**config.mk**
```make
export PLATFORM = sky130hd
export DESIGN_NAME = draw_engine_status
export DESIGN_NICKNAME = d
export VERILOG_FILES = /design/src/logic/draw_engine_pkg.sv /design/src/logic/draw_engine_status.sv
export SDC_FILE = /design/constraint.sdc
export NUM_CORES = 1
export LEC_CHECK = 0
export ABC_AREA = 1
export BUFFER_PORTS_ARGS = -buffer_cell sky130_fd_sc_hd__buf_2
export CORE_ASPECT_RATIO = 0.7
export CORE_MARGIN = 5
export CORE_UTILIZATION = 40
export CTS_BUF_LIST = sky130_fd_sc_hd__clkbuf_16
export DETAILED_ROUTE_END_ITERATION = 6
export PLACE_DENSITY = 0.6
export SLEW_MARGIN = 20
export SYNTH_ARGS = -nofsm -noshare
export SYNTH_HDL_FRONTEND = slang
export SYNTH_SLANG_ARGS = --single-unit
export TNS_END_PERCENT = 100
```
**constraint.sdc**
```tcl
create_clock -name clk -period 2.15 [get_ports clk]
set_input_delay 0.43 -clock clk [delete_from_list [all_inputs] [get_ports clk]]
set_output_delay 0.43 -clock clk [all_outputs]
set_load 0.02 [all_outputs]
```
**src/logic/draw_engine_pkg.sv**
```systemverilog
`default_nettype none
package draw_engine_pkg;
	localparam int ADDR_W = 12;
	localparam int DATA_W = 32;
	// Register byte offsets
	localparam logic [11:0] OFF_CONTROL = 12'h000;
	localparam logic [11:0] OFF_STATUS = 12'h004;
	localparam logic [11:0] OFF_CUR_INFO = 12'h008;
	localparam logic [11:0] OFF_CUR_LENGTH = 12'h00c;
	localparam logic [11:0] OFF_CUR_COUNT = 12'h010;
	localparam logic [11:0] OFF_LAST_INFO = 12'h014;
	localparam logic [11:0] OFF_LAST_LENGTH = 12'h018;
	localparam logic [11:0] OFF_LAST_COUNT = 12'h01c;
	localparam logic [11:0] OFF_KEY_UPPER = 12'h020;
	localparam logic [11:0] OFF_KEY_LOWER = 12'h024;
	localparam logic [11:0] OFF_KEY_CONFIG = 12'h028;
	// Field positions
	localparam int CTRL_ENABLE_BIT = 0;
	localparam int CTRL_RESTART_BIT = 1;
	localparam int CTRL_ABORT_BIT = 2;
	localparam int CFG_KEY_EN_BIT = 0;
	localparam int CFG_BPP_LSB = 4;
	localparam int STAT_STATE_LSB = 0;
	localparam int STAT_ERR_LSB = 8;
	// Values
	localparam logic [3:0] ERR_NONE = 4'h0;
	localparam logic [3:0] ERR_ABORT_NO_CMD = 4'he;
	localparam logic [3:0] ERR_ABORT_IN_CMD = 4'hf;
	localparam logic [31:0] FIFO_READ_BYTES = 32'h0000_0004;
	localparam logic [31:0] WORD_RESET = 32'h0000_0000;
	localparam logic [7:0] MASK_FULL = 8'hff;
	localparam logic [7:0] MASK_TOP5 = 8'hf8;
	localparam logic [7:0] MASK_TOP6 = 8'hfc;
	localparam logic [7:0] MASK_NONE = 8'h00;
	typedef enum logic [1:0] {
		PARSE_IDLE = 2'b00,
		PARSE_ACTIVE = 2'b01,
		PARSE_STALL = 2'b10
	} parser_state_t;
	typedef enum logic [1:0] {
		BPP_8 = 2'b00,
		BPP_16 = 2'b01,
		BPP_24 = 2'b10
	} pixel_depth_t;
	typedef struct packed {
		logic [7:0] red;
		logic [7:0] green;
		logic [7:0] blue;
	} rgb_t;
	typedef struct packed {
		logic [31:0] info;
		logic [31:0] length;
		logic [31:0] byteCount;
	} cmd_record_t;
endpackage
`default_nettype wire

```
**src/logic/draw_engine_status.sv**
```systemverilog
// Local design decision: the APB slave port.
`default_nettype none
module draw_engine_status
	import draw_engine_pkg::*;
(
	input wire logic clk,
	input wire logic arst_n,
	input wire logic psel,
	input wire logic penable,
	input wire logic pwrite,
	input wire logic [ADDR_W-1:0] paddr,
	input wire logic [DATA_W-1:0] pwdata,
	output logic [DATA_W-1:0] prdata,
	output logic pready,
	output logic pslverr,
	input wire logic fifoValid,
	input wire logic [31:0] fifoData,
	output logic fifoRead,
	input wire logic bodyRead,
	input wire logic cmdDone,
	input wire logic cmdError,
	input wire logic [3:0] cmdErrorCode,
	input wire rgb_t pixel,
	output logic chromaMatch,
	output parser_state_t parserState
);
	logic engineRunEnable_q;
	logic enablePrev_q;
	logic abortPulse_q;
	logic restartPulse_q;
	logic gotCmd_q;
	logic [3:0] errorCode_q;
	logic keyEnable_q;
	pixel_depth_t depth_q;
	rgb_t keyUpper_q;
	rgb_t keyLower_q;
	cmd_record_t current_q;
	cmd_record_t lastDone_q;
	parser_state_t state_q;
	logic [DATA_W-1:0] rdata_q;
	logic matchValue_d;
	logic chromaMatch_q;
	logic apbAccess;
	logic apbWrite;
	logic mapped;
	logic enableRise;
	logic clearRecords;
	logic doneNow;
	rgb_t maskSel;

	function automatic logic inRange(input logic [7:0] val, input logic [7:0] lo,
			input logic [7:0] hi, input logic [7:0] mask);
		inRange = ((val & mask) <= (hi & mask)) && ((val & mask) >= (lo & mask));
	endfunction

	function automatic logic isMapped(input logic [ADDR_W-1:0] addr);
		isMapped = (addr == OFF_CONTROL) || (addr == OFF_STATUS) || (addr == OFF_CUR_INFO) ||
			(addr == OFF_CUR_LENGTH) || (addr == OFF_CUR_COUNT) ||
			(addr == OFF_LAST_INFO) || (addr == OFF_LAST_LENGTH) ||
			(addr == OFF_LAST_COUNT) || (addr == OFF_KEY_UPPER) ||
			(addr == OFF_KEY_LOWER) || (addr == OFF_KEY_CONFIG);
	endfunction

	// Zero-wait slave; read data is captured in the setup cycle
	assign pready = 1'b1;
	assign mapped = isMapped(paddr);
	assign apbAccess = psel && penable;
	assign apbWrite = apbAccess && pwrite && mapped;
	assign pslverr = apbAccess && !mapped;
	assign prdata = rdata_q;

	always_ff @(posedge clk or negedge arst_n) begin
		if (!arst_n) begin
			rdata_q <= WORD_RESET;
		end else if (psel && !penable && !pwrite) begin
			unique case (paddr)
				OFF_CONTROL: rdata_q <= {31'h0000_0000, engineRunEnable_q};
				OFF_STATUS: rdata_q <= {20'h0_0000, errorCode_q, 6'h00, state_q};
				OFF_CUR_INFO: rdata_q <= current_q.info;
				OFF_CUR_LENGTH: rdata_q <= current_q.length;
				OFF_CUR_COUNT: rdata_q <= current_q.byteCount;
				OFF_LAST_INFO: rdata_q <= lastDone_q.info;
				OFF_LAST_LENGTH: rdata_q <= lastDone_q.length;
				OFF_LAST_COUNT: rdata_q <= lastDone_q.byteCount;
				OFF_KEY_UPPER: rdata_q <= {8'h00, keyUpper_q};
				OFF_KEY_LOWER: rdata_q <= {8'h00, keyLower_q};
				OFF_KEY_CONFIG: rdata_q <= {26'h000_0000, depth_q, 3'h0, keyEnable_q};
				default: rdata_q <= WORD_RESET;
			endcase
		end
	end

	// Control bits; abort and restart never store, they fire for one cycle
	always_ff @(posedge clk or negedge arst_n) begin
		if (!arst_n) begin
			engineRunEnable_q <= 1'b0;
			enablePrev_q <= 1'b0;
			abortPulse_q <= 1'b0;
			restartPulse_q <= 1'b0;
		end else begin
			enablePrev_q <= engineRunEnable_q;
			abortPulse_q <= apbWrite && paddr == OFF_CONTROL && pwdata[CTRL_ABORT_BIT];
			restartPulse_q <= apbWrite && paddr == OFF_CONTROL && pwdata[CTRL_RESTART_BIT];
			if (apbWrite && paddr == OFF_CONTROL) begin
				engineRunEnable_q <= pwdata[CTRL_ENABLE_BIT];
			end
		end
	end

	always_ff @(posedge clk or negedge arst_n) begin
		if (!arst_n) begin
			keyUpper_q <= '0;
			keyLower_q <= '0;
			keyEnable_q <= 1'b0;
			depth_q <= BPP_24;
		end else if (apbWrite) begin
			if (paddr == OFF_KEY_UPPER) begin
				keyUpper_q <= pwdata[23:0];
			end
			if (paddr == OFF_KEY_LOWER) begin
				keyLower_q <= pwdata[23:0];
			end
			if (paddr == OFF_KEY_CONFIG) begin
				keyEnable_q <= pwdata[CFG_KEY_EN_BIT];
				// Reserved depth code falls back to full compare
				depth_q <= (pwdata[CFG_BPP_LSB+:2] == 2'b11) ? BPP_24 :
					pixel_depth_t'(pwdata[CFG_BPP_LSB+:2]);
			end
		end
	end

	assign enableRise = engineRunEnable_q && !enablePrev_q;
	assign clearRecords = restartPulse_q || enableRise;
	// Header words are popped by the parser, body words by the co-processor
	assign fifoRead = engineRunEnable_q && fifoValid && state_q == PARSE_IDLE &&
		!abortPulse_q && !clearRecords;
	assign doneNow = state_q == PARSE_ACTIVE && cmdDone && !abortPulse_q && !cmdError &&
		!clearRecords;
	assign parserState = state_q;

	always_ff @(posedge clk or negedge arst_n) begin
		if (!arst_n) begin
			state_q <= PARSE_IDLE;
			gotCmd_q <= 1'b0;
			errorCode_q <= ERR_NONE;
		end else if (restartPulse_q) begin
			state_q <= PARSE_IDLE;
			gotCmd_q <= 1'b0;
			errorCode_q <= ERR_NONE;
		end else if (abortPulse_q) begin
			state_q <= PARSE_STALL;
			gotCmd_q <= 1'b0;
			errorCode_q <= (state_q == PARSE_IDLE && !gotCmd_q) ? ERR_ABORT_NO_CMD :
				ERR_ABORT_IN_CMD;
		end else if (cmdError && state_q != PARSE_STALL) begin
			// Stalls at once, leftover FIFO words stay unread
			state_q <= PARSE_STALL;
			gotCmd_q <= 1'b0;
			errorCode_q <= cmdErrorCode;
		end else begin
			unique case (state_q)
				PARSE_IDLE: begin
					if (fifoRead) begin
						gotCmd_q <= !gotCmd_q;
						state_q <= gotCmd_q ? PARSE_ACTIVE : PARSE_IDLE;
					end
				end
				PARSE_ACTIVE: begin
					if (cmdDone) begin
						state_q <= PARSE_IDLE;
					end
				end
				PARSE_STALL: state_q <= PARSE_STALL;
				default: state_q <= PARSE_STALL;
			endcase
		end
	end

	// Current record; an abort leaves it frozen for the driver to inspect
	always_ff @(posedge clk or negedge arst_n) begin
		if (!arst_n) begin
			current_q <= '0;
		end else if (clearRecords || doneNow) begin
			current_q <= '0;
		end else if (!abortPulse_q && fifoRead) begin
			if (!gotCmd_q) begin
				current_q.info <= fifoData;
				current_q.length <= WORD_RESET;
				current_q.byteCount <= FIFO_READ_BYTES;
			end else begin
				current_q.length <= fifoData;
				current_q.byteCount <= current_q.byteCount + FIFO_READ_BYTES;
			end
		end else if (!abortPulse_q && state_q == PARSE_ACTIVE && bodyRead) begin
			current_q.byteCount <= current_q.byteCount + FIFO_READ_BYTES;
		end
	end

	// Last-done record is loaded only on a clean completion and zeroed by restart or enable rise
	always_ff @(posedge clk or negedge arst_n) begin
		if (!arst_n) begin
			lastDone_q <= '0;
		end else if (clearRecords) begin
			lastDone_q <= '0;
		end else if (doneNow) begin
			lastDone_q.info <= current_q.info;
			lastDone_q.length <= current_q.length;
			lastDone_q.byteCount <= bodyRead ? current_q.byteCount + FIFO_READ_BYTES :
				current_q.byteCount;
		end
	end

	always_comb begin
		maskSel.red = MASK_FULL;
		maskSel.green = MASK_FULL;
		maskSel.blue = MASK_FULL;
		unique case (depth_q)
			BPP_8: begin
				maskSel.red = MASK_NONE;
				maskSel.green = MASK_NONE;
			end
			BPP_16: begin
				maskSel.red = MASK_TOP5;
				maskSel.green = MASK_TOP6;
				maskSel.blue = MASK_TOP5;
			end
			BPP_24: maskSel.red = MASK_FULL;
			default: maskSel.red = MASK_FULL;
		endcase
		matchValue_d = keyEnable_q &&
			inRange(pixel.red, keyLower_q.red, keyUpper_q.red, maskSel.red) &&
			inRange(pixel.green, keyLower_q.green, keyUpper_q.green, maskSel.green) &&
			inRange(pixel.blue, keyLower_q.blue, keyUpper_q.blue, maskSel.blue);
	end

	always_ff @(posedge clk or negedge arst_n) begin
		if (!arst_n) begin
			chromaMatch_q <= 1'b0;
		end else begin
			chromaMatch_q <= matchValue_d;
		end
	end
	assign chromaMatch = chromaMatch_q;

	abort_stall_a: assert property (@(posedge clk) disable iff (!arst_n)
		abortPulse_q && !restartPulse_q |=> state_q == PARSE_STALL &&
		(errorCode_q == ERR_ABORT_NO_CMD || errorCode_q == ERR_ABORT_IN_CMD))
		else $error("abort did not stall with code 14 or 15");
	abort_null_a: assert property (@(posedge clk) disable iff (!arst_n)
		abortPulse_q && !clearRecords && state_q == PARSE_IDLE && !gotCmd_q |=>
		errorCode_q == ERR_ABORT_NO_CMD && current_q == $past(current_q))
		else $error("abort without command did not report 14");
	abort_keep_a: assert property (@(posedge clk) disable iff (!arst_n)
		abortPulse_q && !clearRecords |=> lastDone_q == $past(lastDone_q))
		else $error("abort disturbed last-done record");
	clear_rec_a: assert property (@(posedge clk) disable iff (!arst_n)
		clearRecords |=> lastDone_q.length == WORD_RESET && lastDone_q.byteCount == WORD_RESET)
		else $error("records not cleared on restart or enable rise");
	count_step_a: assert property (@(posedge clk) disable iff (!arst_n)
		fifoRead && gotCmd_q |=> current_q.byteCount == $past(current_q.byteCount) + 32'h0000_0004)
		else $error("byte count did not step by four");
	done_clear_a: assert property (@(posedge clk) disable iff (!arst_n)
		doneNow |=> current_q.length == WORD_RESET && lastDone_q.length == $past(current_q.length))
		else $error("completion did not move length record");
	active_entry_a: assert property (@(posedge clk) disable iff (!arst_n)
		fifoRead && gotCmd_q && !cmdError |=> state_q == PARSE_ACTIVE)
		else $error("length word did not enter active");
	error_stall_a: assert property (@(posedge clk) disable iff (!arst_n)
		cmdError && state_q != PARSE_STALL && !abortPulse_q && !restartPulse_q |=>
		state_q == PARSE_STALL && errorCode_q == $past(cmdErrorCode))
		else $error("command error did not stall");
	pulse_clear_a: assert property (@(posedge clk) disable iff (!arst_n)
		abortPulse_q && !(apbWrite && paddr == OFF_CONTROL) |=> !abortPulse_q)
		else $error("abort pulse lasted more than one cycle");
	key_store_a: assert property (@(posedge clk) disable iff (!arst_n)
		apbWrite && paddr == OFF_KEY_UPPER |=> keyUpper_q == $past(pwdata[23:0]))
		else $error("upper key not stored");
	match_gate_a: assert property (@(posedge clk) disable iff (!arst_n)
		!keyEnable_q |=> !chromaMatch)
		else $error("match raised while disabled");

	abort_mid_c: cover property (@(posedge clk) disable iff (!arst_n)
		abortPulse_q && state_q == PARSE_ACTIVE);
	done_cmd_c: cover property (@(posedge clk) disable iff (!arst_n) doneNow);
	match_16_c: cover property (@(posedge clk) disable iff (!arst_n)
		depth_q == BPP_16 && chromaMatch);
	restart_c: cover property (@(posedge clk) disable iff (!arst_n)
		state_q == PARSE_STALL ##1 restartPulse_q);
endmodule
`default_nettype wire

```
==> results of run 1 <==
## metrics by stage
stage               hold WS [ps]  utilization  cells  cell area (um^2)
finish                       112        0.486   2845             18800
global route                91.6        0.486   2845             18800
global placement             357        0.458   2783             17800
floorplan                    134            -   2126             15800
detailed placement           361        0.458   2783             17800
CTS                         89.2        0.484   2841             18800
## report_power, final
part           total (uW)  leakage (uW)  internal, uW  switching (uW)
clock                5170      0.000494          2940            2230
combinational         796       0.00596           272             524
sequential           5530       0.00363          5440            90.6
## sequential cells by signal, summed over array words and instances, names as in the netlist, 2 cells and up
register	flops
current_q	94
keyLower_q	24
prdata	32
lastDone_q	95
depth_q	2
parserState	2
errorCode_q	4
keyUpper_q	24
## cell usage after synthesis
| cell type | number | area (um^2) |
|---|---|---|
| inv_2 | 7 | 26.3 |
| nand3b_1 | 6 | 45.0 |
| o22ai_1 | 81 | 507 |
| nand3_2 | 7 | 70.1 |
| o211ai_1 | 7 | 52.6 |
| nor2_1 | 153 | 574 |
| buf_2 | 56 | 280 |
| xnor2_1 | 1 | 8.76 |
| nand3_1 | 238 | 1190 |
| nor2_2 | 7 | 43.8 |
| buf_1 | 7 | 26.3 |
| nor3b_1 | 1 | 7.51 |
| nand2_4 | 1 | 11.3 |
| o21a_1 | 6 | 45.0 |
| xor2_1 | 13 | 114 |
| o21ai_2 | 1 | 8.76 |
| nand4_1 | 60 | 375 |
| nor3_4 | 3 | 48.8 |
| nand2_2 | 3 | 18.8 |
| ha_1 | 49 | 613 |
| inv_1 | 230 | 863 |
| nand2_1 | 678 | 2540 |
| nand4_2 | 1 | 12.5 |
| nor2_4 | 4 | 45.0 |
| dfrtp_1 | 283 | 7080 |
| a21oi_1 | 46 | 230 |
| o2111ai_1 | 2 | 17.5 |
| conb_1 | 1 | 3.75 |
| o21ai_0 | 92 | 460 |
| dfstp_2 | 1 | 26.3 |
| clkbuf_1 | 48 | 180 |
| buf_6 | 1 | 11.3 |
| nor3_1 | 17 | 85.1 |
| a31oi_1 | 1 | 6.26 |
| o21ai_1 | 1 | 5.00 |
| o22ai_2 | 10 | 125 |
| buf_4 | 2 | 15.0 |
| and3_1 | 1 | 6.26 |
## logic make-up after synthesis
group	synth area share
AND/OR/NAND/NOR	0.322
flip-flops	0.450
buffers and inverters	0.0888
XOR/XNOR	0.00777
other	0.000238
adder cells (fa/ha/maj)	0.0388
AO/OA/AOI/OAI	0.0923
## layout make-up
cell class	instances	area, um^2
Clock buffer	29	726
Tap cell	527	659
Fill cell	3830	19900
Timing Repair Buffer	252	1870
Inverter	237	895
Multi-Input combinational cell	1491	7330
Sequential cell	284	7110
Clock inverter	25	230
## path summary, 6_finish.rpt
path	start	endpoint	slack (ps)	cells past startpoint
min in group asynchronous	arst_n	chromaMatch	350	2
max reg2reg	current_q[4]	lastDone_q[19]	140	9
min	fifoData[16]	current_q[48]	110	3
max in group asynchronous	arst_n	current_q[20]	1020	3
min reg2reg	keyLower_q[6]	keyLower_q[6]	470	2
max	paddr[9]	pslverr	100	8
## metal layers
metal  GRT usage  share of wire  wire (um)
met5           0              0          0
met4      0.0453          0.019       1010
met3      0.0639          0.086       4520
met2       0.353           0.43      22500
met1       0.359           0.47      24800
## repair_timing
| action | in CTS | in global routing |
|---|---|---|
| setup buffers | 3 | 4 |
| endpoints found under the setup margin | 1 | 4 |
| pin swaps | 0 | 1 |
| endpoints found under the hold margin | 35 | 0 |
| hold buffers | 1 | 0 |
| resized for setup | 5 | 6 |
## worst max-delay path, delay by kind of cell
family	cells	cell delay, ps
buffers and inverters	3	450
AOI/OAI and AO/OA	1	190
and+or+nand+nor	4	550
==> out/results.tsv, run 1 <==
stage	metric	value	unit
outcome	status	complete, no violations	
worst_setup_path	worstPathRequired	1720	ps
floorplanning	num_rows	60	
worst_hold_path	hp-class	in -> reg	
synth	yosys.cell_types.count	38	
power_and_ir_drop	p_leak	0.0101	uW
routing	drt_iter0_drc	1402	
sta	setup_ws	95.6	ps
synth	netlist_instances	2126	
synth	ys_warn_count	0	
worst_setup_path	worstPathMaxFanout	13	
finish	nets	2457	
grt	antenna_found_initial	0	
finish	drive_gt1_frac	0.150	
floorplanning	core_region_area	38700	um^2
synth	syn_avg_cell_area	7.43	um^2
sta	clock_skew	25.3	ps
routing	antenna_left	0	
grt	grt_pass1_vias	14511	
worst_setup_path	crit_slowest_cell	nand3_4	
sta	post-route-period-util	0.956	
worst_setup_path	cpPeakStageDelay	210	ps
finish	layout-area-overhead-vs-synth	19.2	%
grt	grt_start_max_net_pins	52	
worst_setup_path	critical_path_class	in -> out	
floorplanning	ios	151	
floorplanning	dieHeight	176	um
placement	dp_slack	46.3	ps
sta	min_period	2050	ps
finish	layout_common_cells	677 x nand2_1, 283 x dfrtp_1, 238 x nand3_1	
worst_setup_path	arrival	1620	ps
floorplanning	die_w	247	um
sta	slew_viol_final	0	
sta	tns	0	ps
synth	syn-num-nets	2288	
placement	globalplace.congestion	0.962	
cts	clk_path_buf_depth	3	
grt	overflow	0	
routing	via_per_inst	5.25	
sta	tightest_slew	563	ps
placement	dp_hpwl	38900	um
cts	h-tree-depth	1	
cts	cts.clk_slew.worst_paths	60	ps
power_and_ir_drop	power_density	611	nW/um^2
sta	final-setup-viol-count	0	
grt	grt_usage	0.240	
synth	synthesis.area	15800	um^2
synth	ys_seq_area_frac	0.450	
worst_setup_path	startpoint_type	input port	
sta	fmaxAchievable	0.487	GHz
sta	slew_headroom	0.624	
routing	vias	14931	
flow_run	max_cap_viol_count	0	
routing	drcViolationCount	0	
power_and_ir_drop	power	11500	uW
finish	n_antenna_cell	0	
finish	layout_commonest_cell	nand2_1	
sta	hold_viol	0	
routing	dr.pass1.iters	5	
worst_setup_path	worst_setup_path_end_kind	primary output	
grt	grt_pass1_wl	82800	um
floorplanning	start_util	0.408	
routing	totalWireLength	52800	um
floorplanning	die_area	43600	um^2
routing	wl_per_cell	18.6	um
cts	cts_root_buffer	clkbuf_16	
worst_setup_path	cp_cell_sequence	buf_2 > nor2_2 > nand2_2 > inv_6 > o2111ai_1 > nand3_4 > nor3_1 > buf_2	
synth	ys_seq_elements	284	
power_and_ir_drop	peakVddDrop	0.000588	V
sta	grt_setup_unrepaired	yes	
cts	cts_sinks	284	
placement	port_buffers	141	
worst_setup_path	cp_common_cell	buf_2	
cts	cts_buffers	29	
cts	cts_tree	built	
cts	clk_latency	580	ps
Power figures use the tool's default switching activity.
==> run 2, diff against run 1 <==
- CTS_BUF_LIST: sky130_fd_sc_hd__clkbuf_16 -> unset
==> run 2 against run 1 <==
  * Global-route usage about the same
  * Routed wire length grew 0.41%
  * Core utilization up 0.15 points
  * Sequential share of layout area is 0.12 points lower
  * Via count grew 0.41%
  * Cell count stayed put
  * Maximum frequency fell by 0.18%
  * Clock skew is essentially flat
  * Clock power increased by 4.8%
  * Critical endpoint unchanged
  * Largest cell class unchanged
==> out/results.tsv, run 2 (synthesis results as in run 1) <==
stage	metric	value	unit	change
routing	drt_iter0_drc	1404		+0.14%
routing	totalWireLength	53000	um	+0.41%
worst_setup_path	cpPeakStageDelay	210	ps	about the same
routing	drt-met1-wl	25200	um	+1.3%
routing	antenna_left	0		unchanged
finish	fillers	3822		-0.21%
flow_run	max_cap_viol_count	0		unchanged
worst_setup_path	startpoint	paddr[1]		
routing	via_per_inst	5.27		+0.41%
grt	grt_usage	0.240		+0.000291
finish	layout_commonest_cell	nand2_1		
worst_setup_path	crit_slowest_cell	a21oi_1		
cts	h-tree-depth	1		unchanged
finish	largest_reg_flops	95		unchanged
grt	grt_pass1_wl	82900	um	+0.17%
power_and_ir_drop	p_leak	0.0101	uW	about the same
grt	antenna_found_initial	0		unchanged
worst_setup_path	critPathCapture	pslverr		
floorplanning	ios	151		unchanged
cts	cts_tree	built		
worst_setup_path	worstPathRequired	1720	ps	about the same
sta	min_period	2060	ps	+3.66 ps
routing	drcViolationCount	0		unchanged
cts	clk_latency	590	ps	about the same
cts	cts.clk_slew.worst_paths	70	ps	about the same
sta	slew_viol_final	0		unchanged
worst_setup_path	rr_worst_depth	10		+1
routing	dr_wl_met2	22400	um	-0.28%
floorplanning	num_rows	60		unchanged
floorplanning	start_util	0.408		unchanged
worst_setup_path	worstPathMaxFanout	9		-4
finish	final_core_util	0.487		+0.00155
floorplanning	die_area	43600	um^2	unchanged
worst_setup_path	arrival	1630	ps	about the same
worst_setup_path	cp_top_family	simple AND/OR/NAND/NOR gates		
floorplanning	dieHeight	176	um	unchanged
floorplanning	core_region_area	38700	um^2	unchanged
worst_setup_path	critical_path_class	in -> out		
finish	nets	2457		unchanged
placement	port_buffers	141		unchanged
worst_setup_path	worstReg2RegStart	depth_q[0]		
sta	hold_slack	111	ps	-0.948 ps
worst_setup_path	critical_path_depth	9		+1
placement	globalplace.congestion	0.962		unchanged
routing	dr.pass1.iters	6		+1
sta	tns	0	ps	unchanged
power_and_ir_drop	power_density	622	nW/um^2	+1.9%
routing	vias	14992		+0.41%
placement	dp_slack	46.3	ps	unchanged
sta	clock_skew	25.7	ps	+0.440 ps
worst_hold_path	whs_path_depth	3		unchanged
power_and_ir_drop	peakVddDrop	0.000589	V	+0.14%
placement	dp_hpwl	38900	um	unchanged
sta	slew_headroom	0.621		-0.00308
worst_setup_path	r2r_slack	130	ps	about the same
sta	setup_ws	91.9	ps	-3.66 ps
grt	overflow	0		unchanged
worst_setup_path	critPathBufInv	3		unchanged
finish	register_area	7110	um^2	unchanged
finish	layout_common_cells	677 x nand2_1, 283 x dfrtp_1, 238 x nand3_1		
cts	cts_root_buffer	clkbuf_16		
sta	final-setup-viol-count	0		unchanged
sta	tightest_slew	568	ps	+4.62 ps
finish	multi_input_area	7330	um^2	unchanged
finish	drive_gt1_frac	0.152		+0.00259
sta	grt_setup_unrepaired	yes		
routing	wl_per_cell	18.6	um	+0.41%
worst_setup_path	startpoint_type	input port		
sta	post-route-period-util	0.957		+0.00170
worst_setup_path	r2r-end	chromaMatch		
outcome	status	complete, no violations		
finish	top_register	lastDone_q		
sta	fmaxAchievable	0.486	GHz	-0.18%
finish	layout-area-overhead-vs-synth	19.6	%	
sta	hold_viol	0		unchanged
cts	clk_path_buf_depth	3		unchanged
worst_setup_path	cp_common_cell	buf_2		
grt	grt_pass1_vias	14522		+0.076%
grt	grt_start_max_net_pins	52		unchanged
worst_setup_path	worst_setup_path_end_kind	primary output		
routing	top_layer	met4		
cts	cts_buffers	29		unchanged
routing	wl_met3	4460	um	-1.4%
cts	cts_sinks	284		unchanged
floorplanning	die_w	247	um	unchanged
worst_setup_path	cp_cell_sequence	buf_2 > nor2_4 > buf_4 > nand3_1 > nor2_1 > a21oi_1 > nand3_4 > nor3_1 > buf_2		
worst_hold_path	hp-class	in -> reg		
finish	n_antenna_cell	0		unchanged
-- run 2: cell count changes in the layout (fill, tap and decap cells not counted) --
cell,delta
clkbuf_8,+6
inv_1,-7
clkinv_1,-6
clkbuf_1,+7
-- run 2: worst min-delay path by stage --
stage | from | end | slack [ps]
after floorplan | arst_n | abortPulse_q | 130
after global placement | arst_n | chromaMatch | 360
after detailed placement | arst_n | chromaMatch | 360
after CTS | pwdata[1] | restartPulse_q | 90
after global routing | pwdata[1] | restartPulse_q | 90
final | pwdata[1] | restartPulse_q | 110
-- run 2: layer usage --
| layer | vias up | GRT usage |
|---|---|---|
| met5 | - | 0 |
| met4 | 0 | 0.0453 |
| met3 | 59 | 0.0640 |
| met2 | 487 | 0.353 |
| met1 | 7196 | 0.359 |
| li1 | 7250 | - |
-- run 2: metrics by stage --
| stage | area [um^2] | power, uW | std cells |
|---|---|---|---|
| after floorplan | 15800 | 5960 | 2126 |
| after global placement | 17800 | 6390 | 2783 |
| after detailed placement | 17800 | 6410 | 2783 |
| after CTS | 18800 | 11800 | 2841 |
| after global routing | 18900 | 12200 | 2845 |
| final | 18900 | 11700 | 2845 |
-- run 2: power breakdown --
group / internal, uW / switching [uW]
registers: 5440 / 90.5
logic: 272 / 526
clock network: 3190 / 2240
-- run 2: what timing repair did --
action / in CTS / in global routing
setup buffers: 3 / 4
hold buffers: 1 / 0
endpoints found under the hold margin: 35 / 0
setup endpoints to repair: 1 / 4
pin swaps: 0 / 1
resized for setup: 5 / 6
-- run 2: cell type report --
| class | instances | share of cell area |
|---|---|---|
| clock buffers | 42 | 0.0442 |
| multi-input cells | 1491 | 0.388 |
| clock inverters | 12 | 0.00961 |
| flip-flops and latches | 284 | 0.377 |
| inverters | 237 | 0.0474 |
| repair buffers | 252 | 0.0989 |
| well taps | 527 | 0.0349 |
-- run 2: tightest hold or removal path, cell delays in order --
cell and delay, ps:
buf_2 130, inv_1 60, nor2_1 40
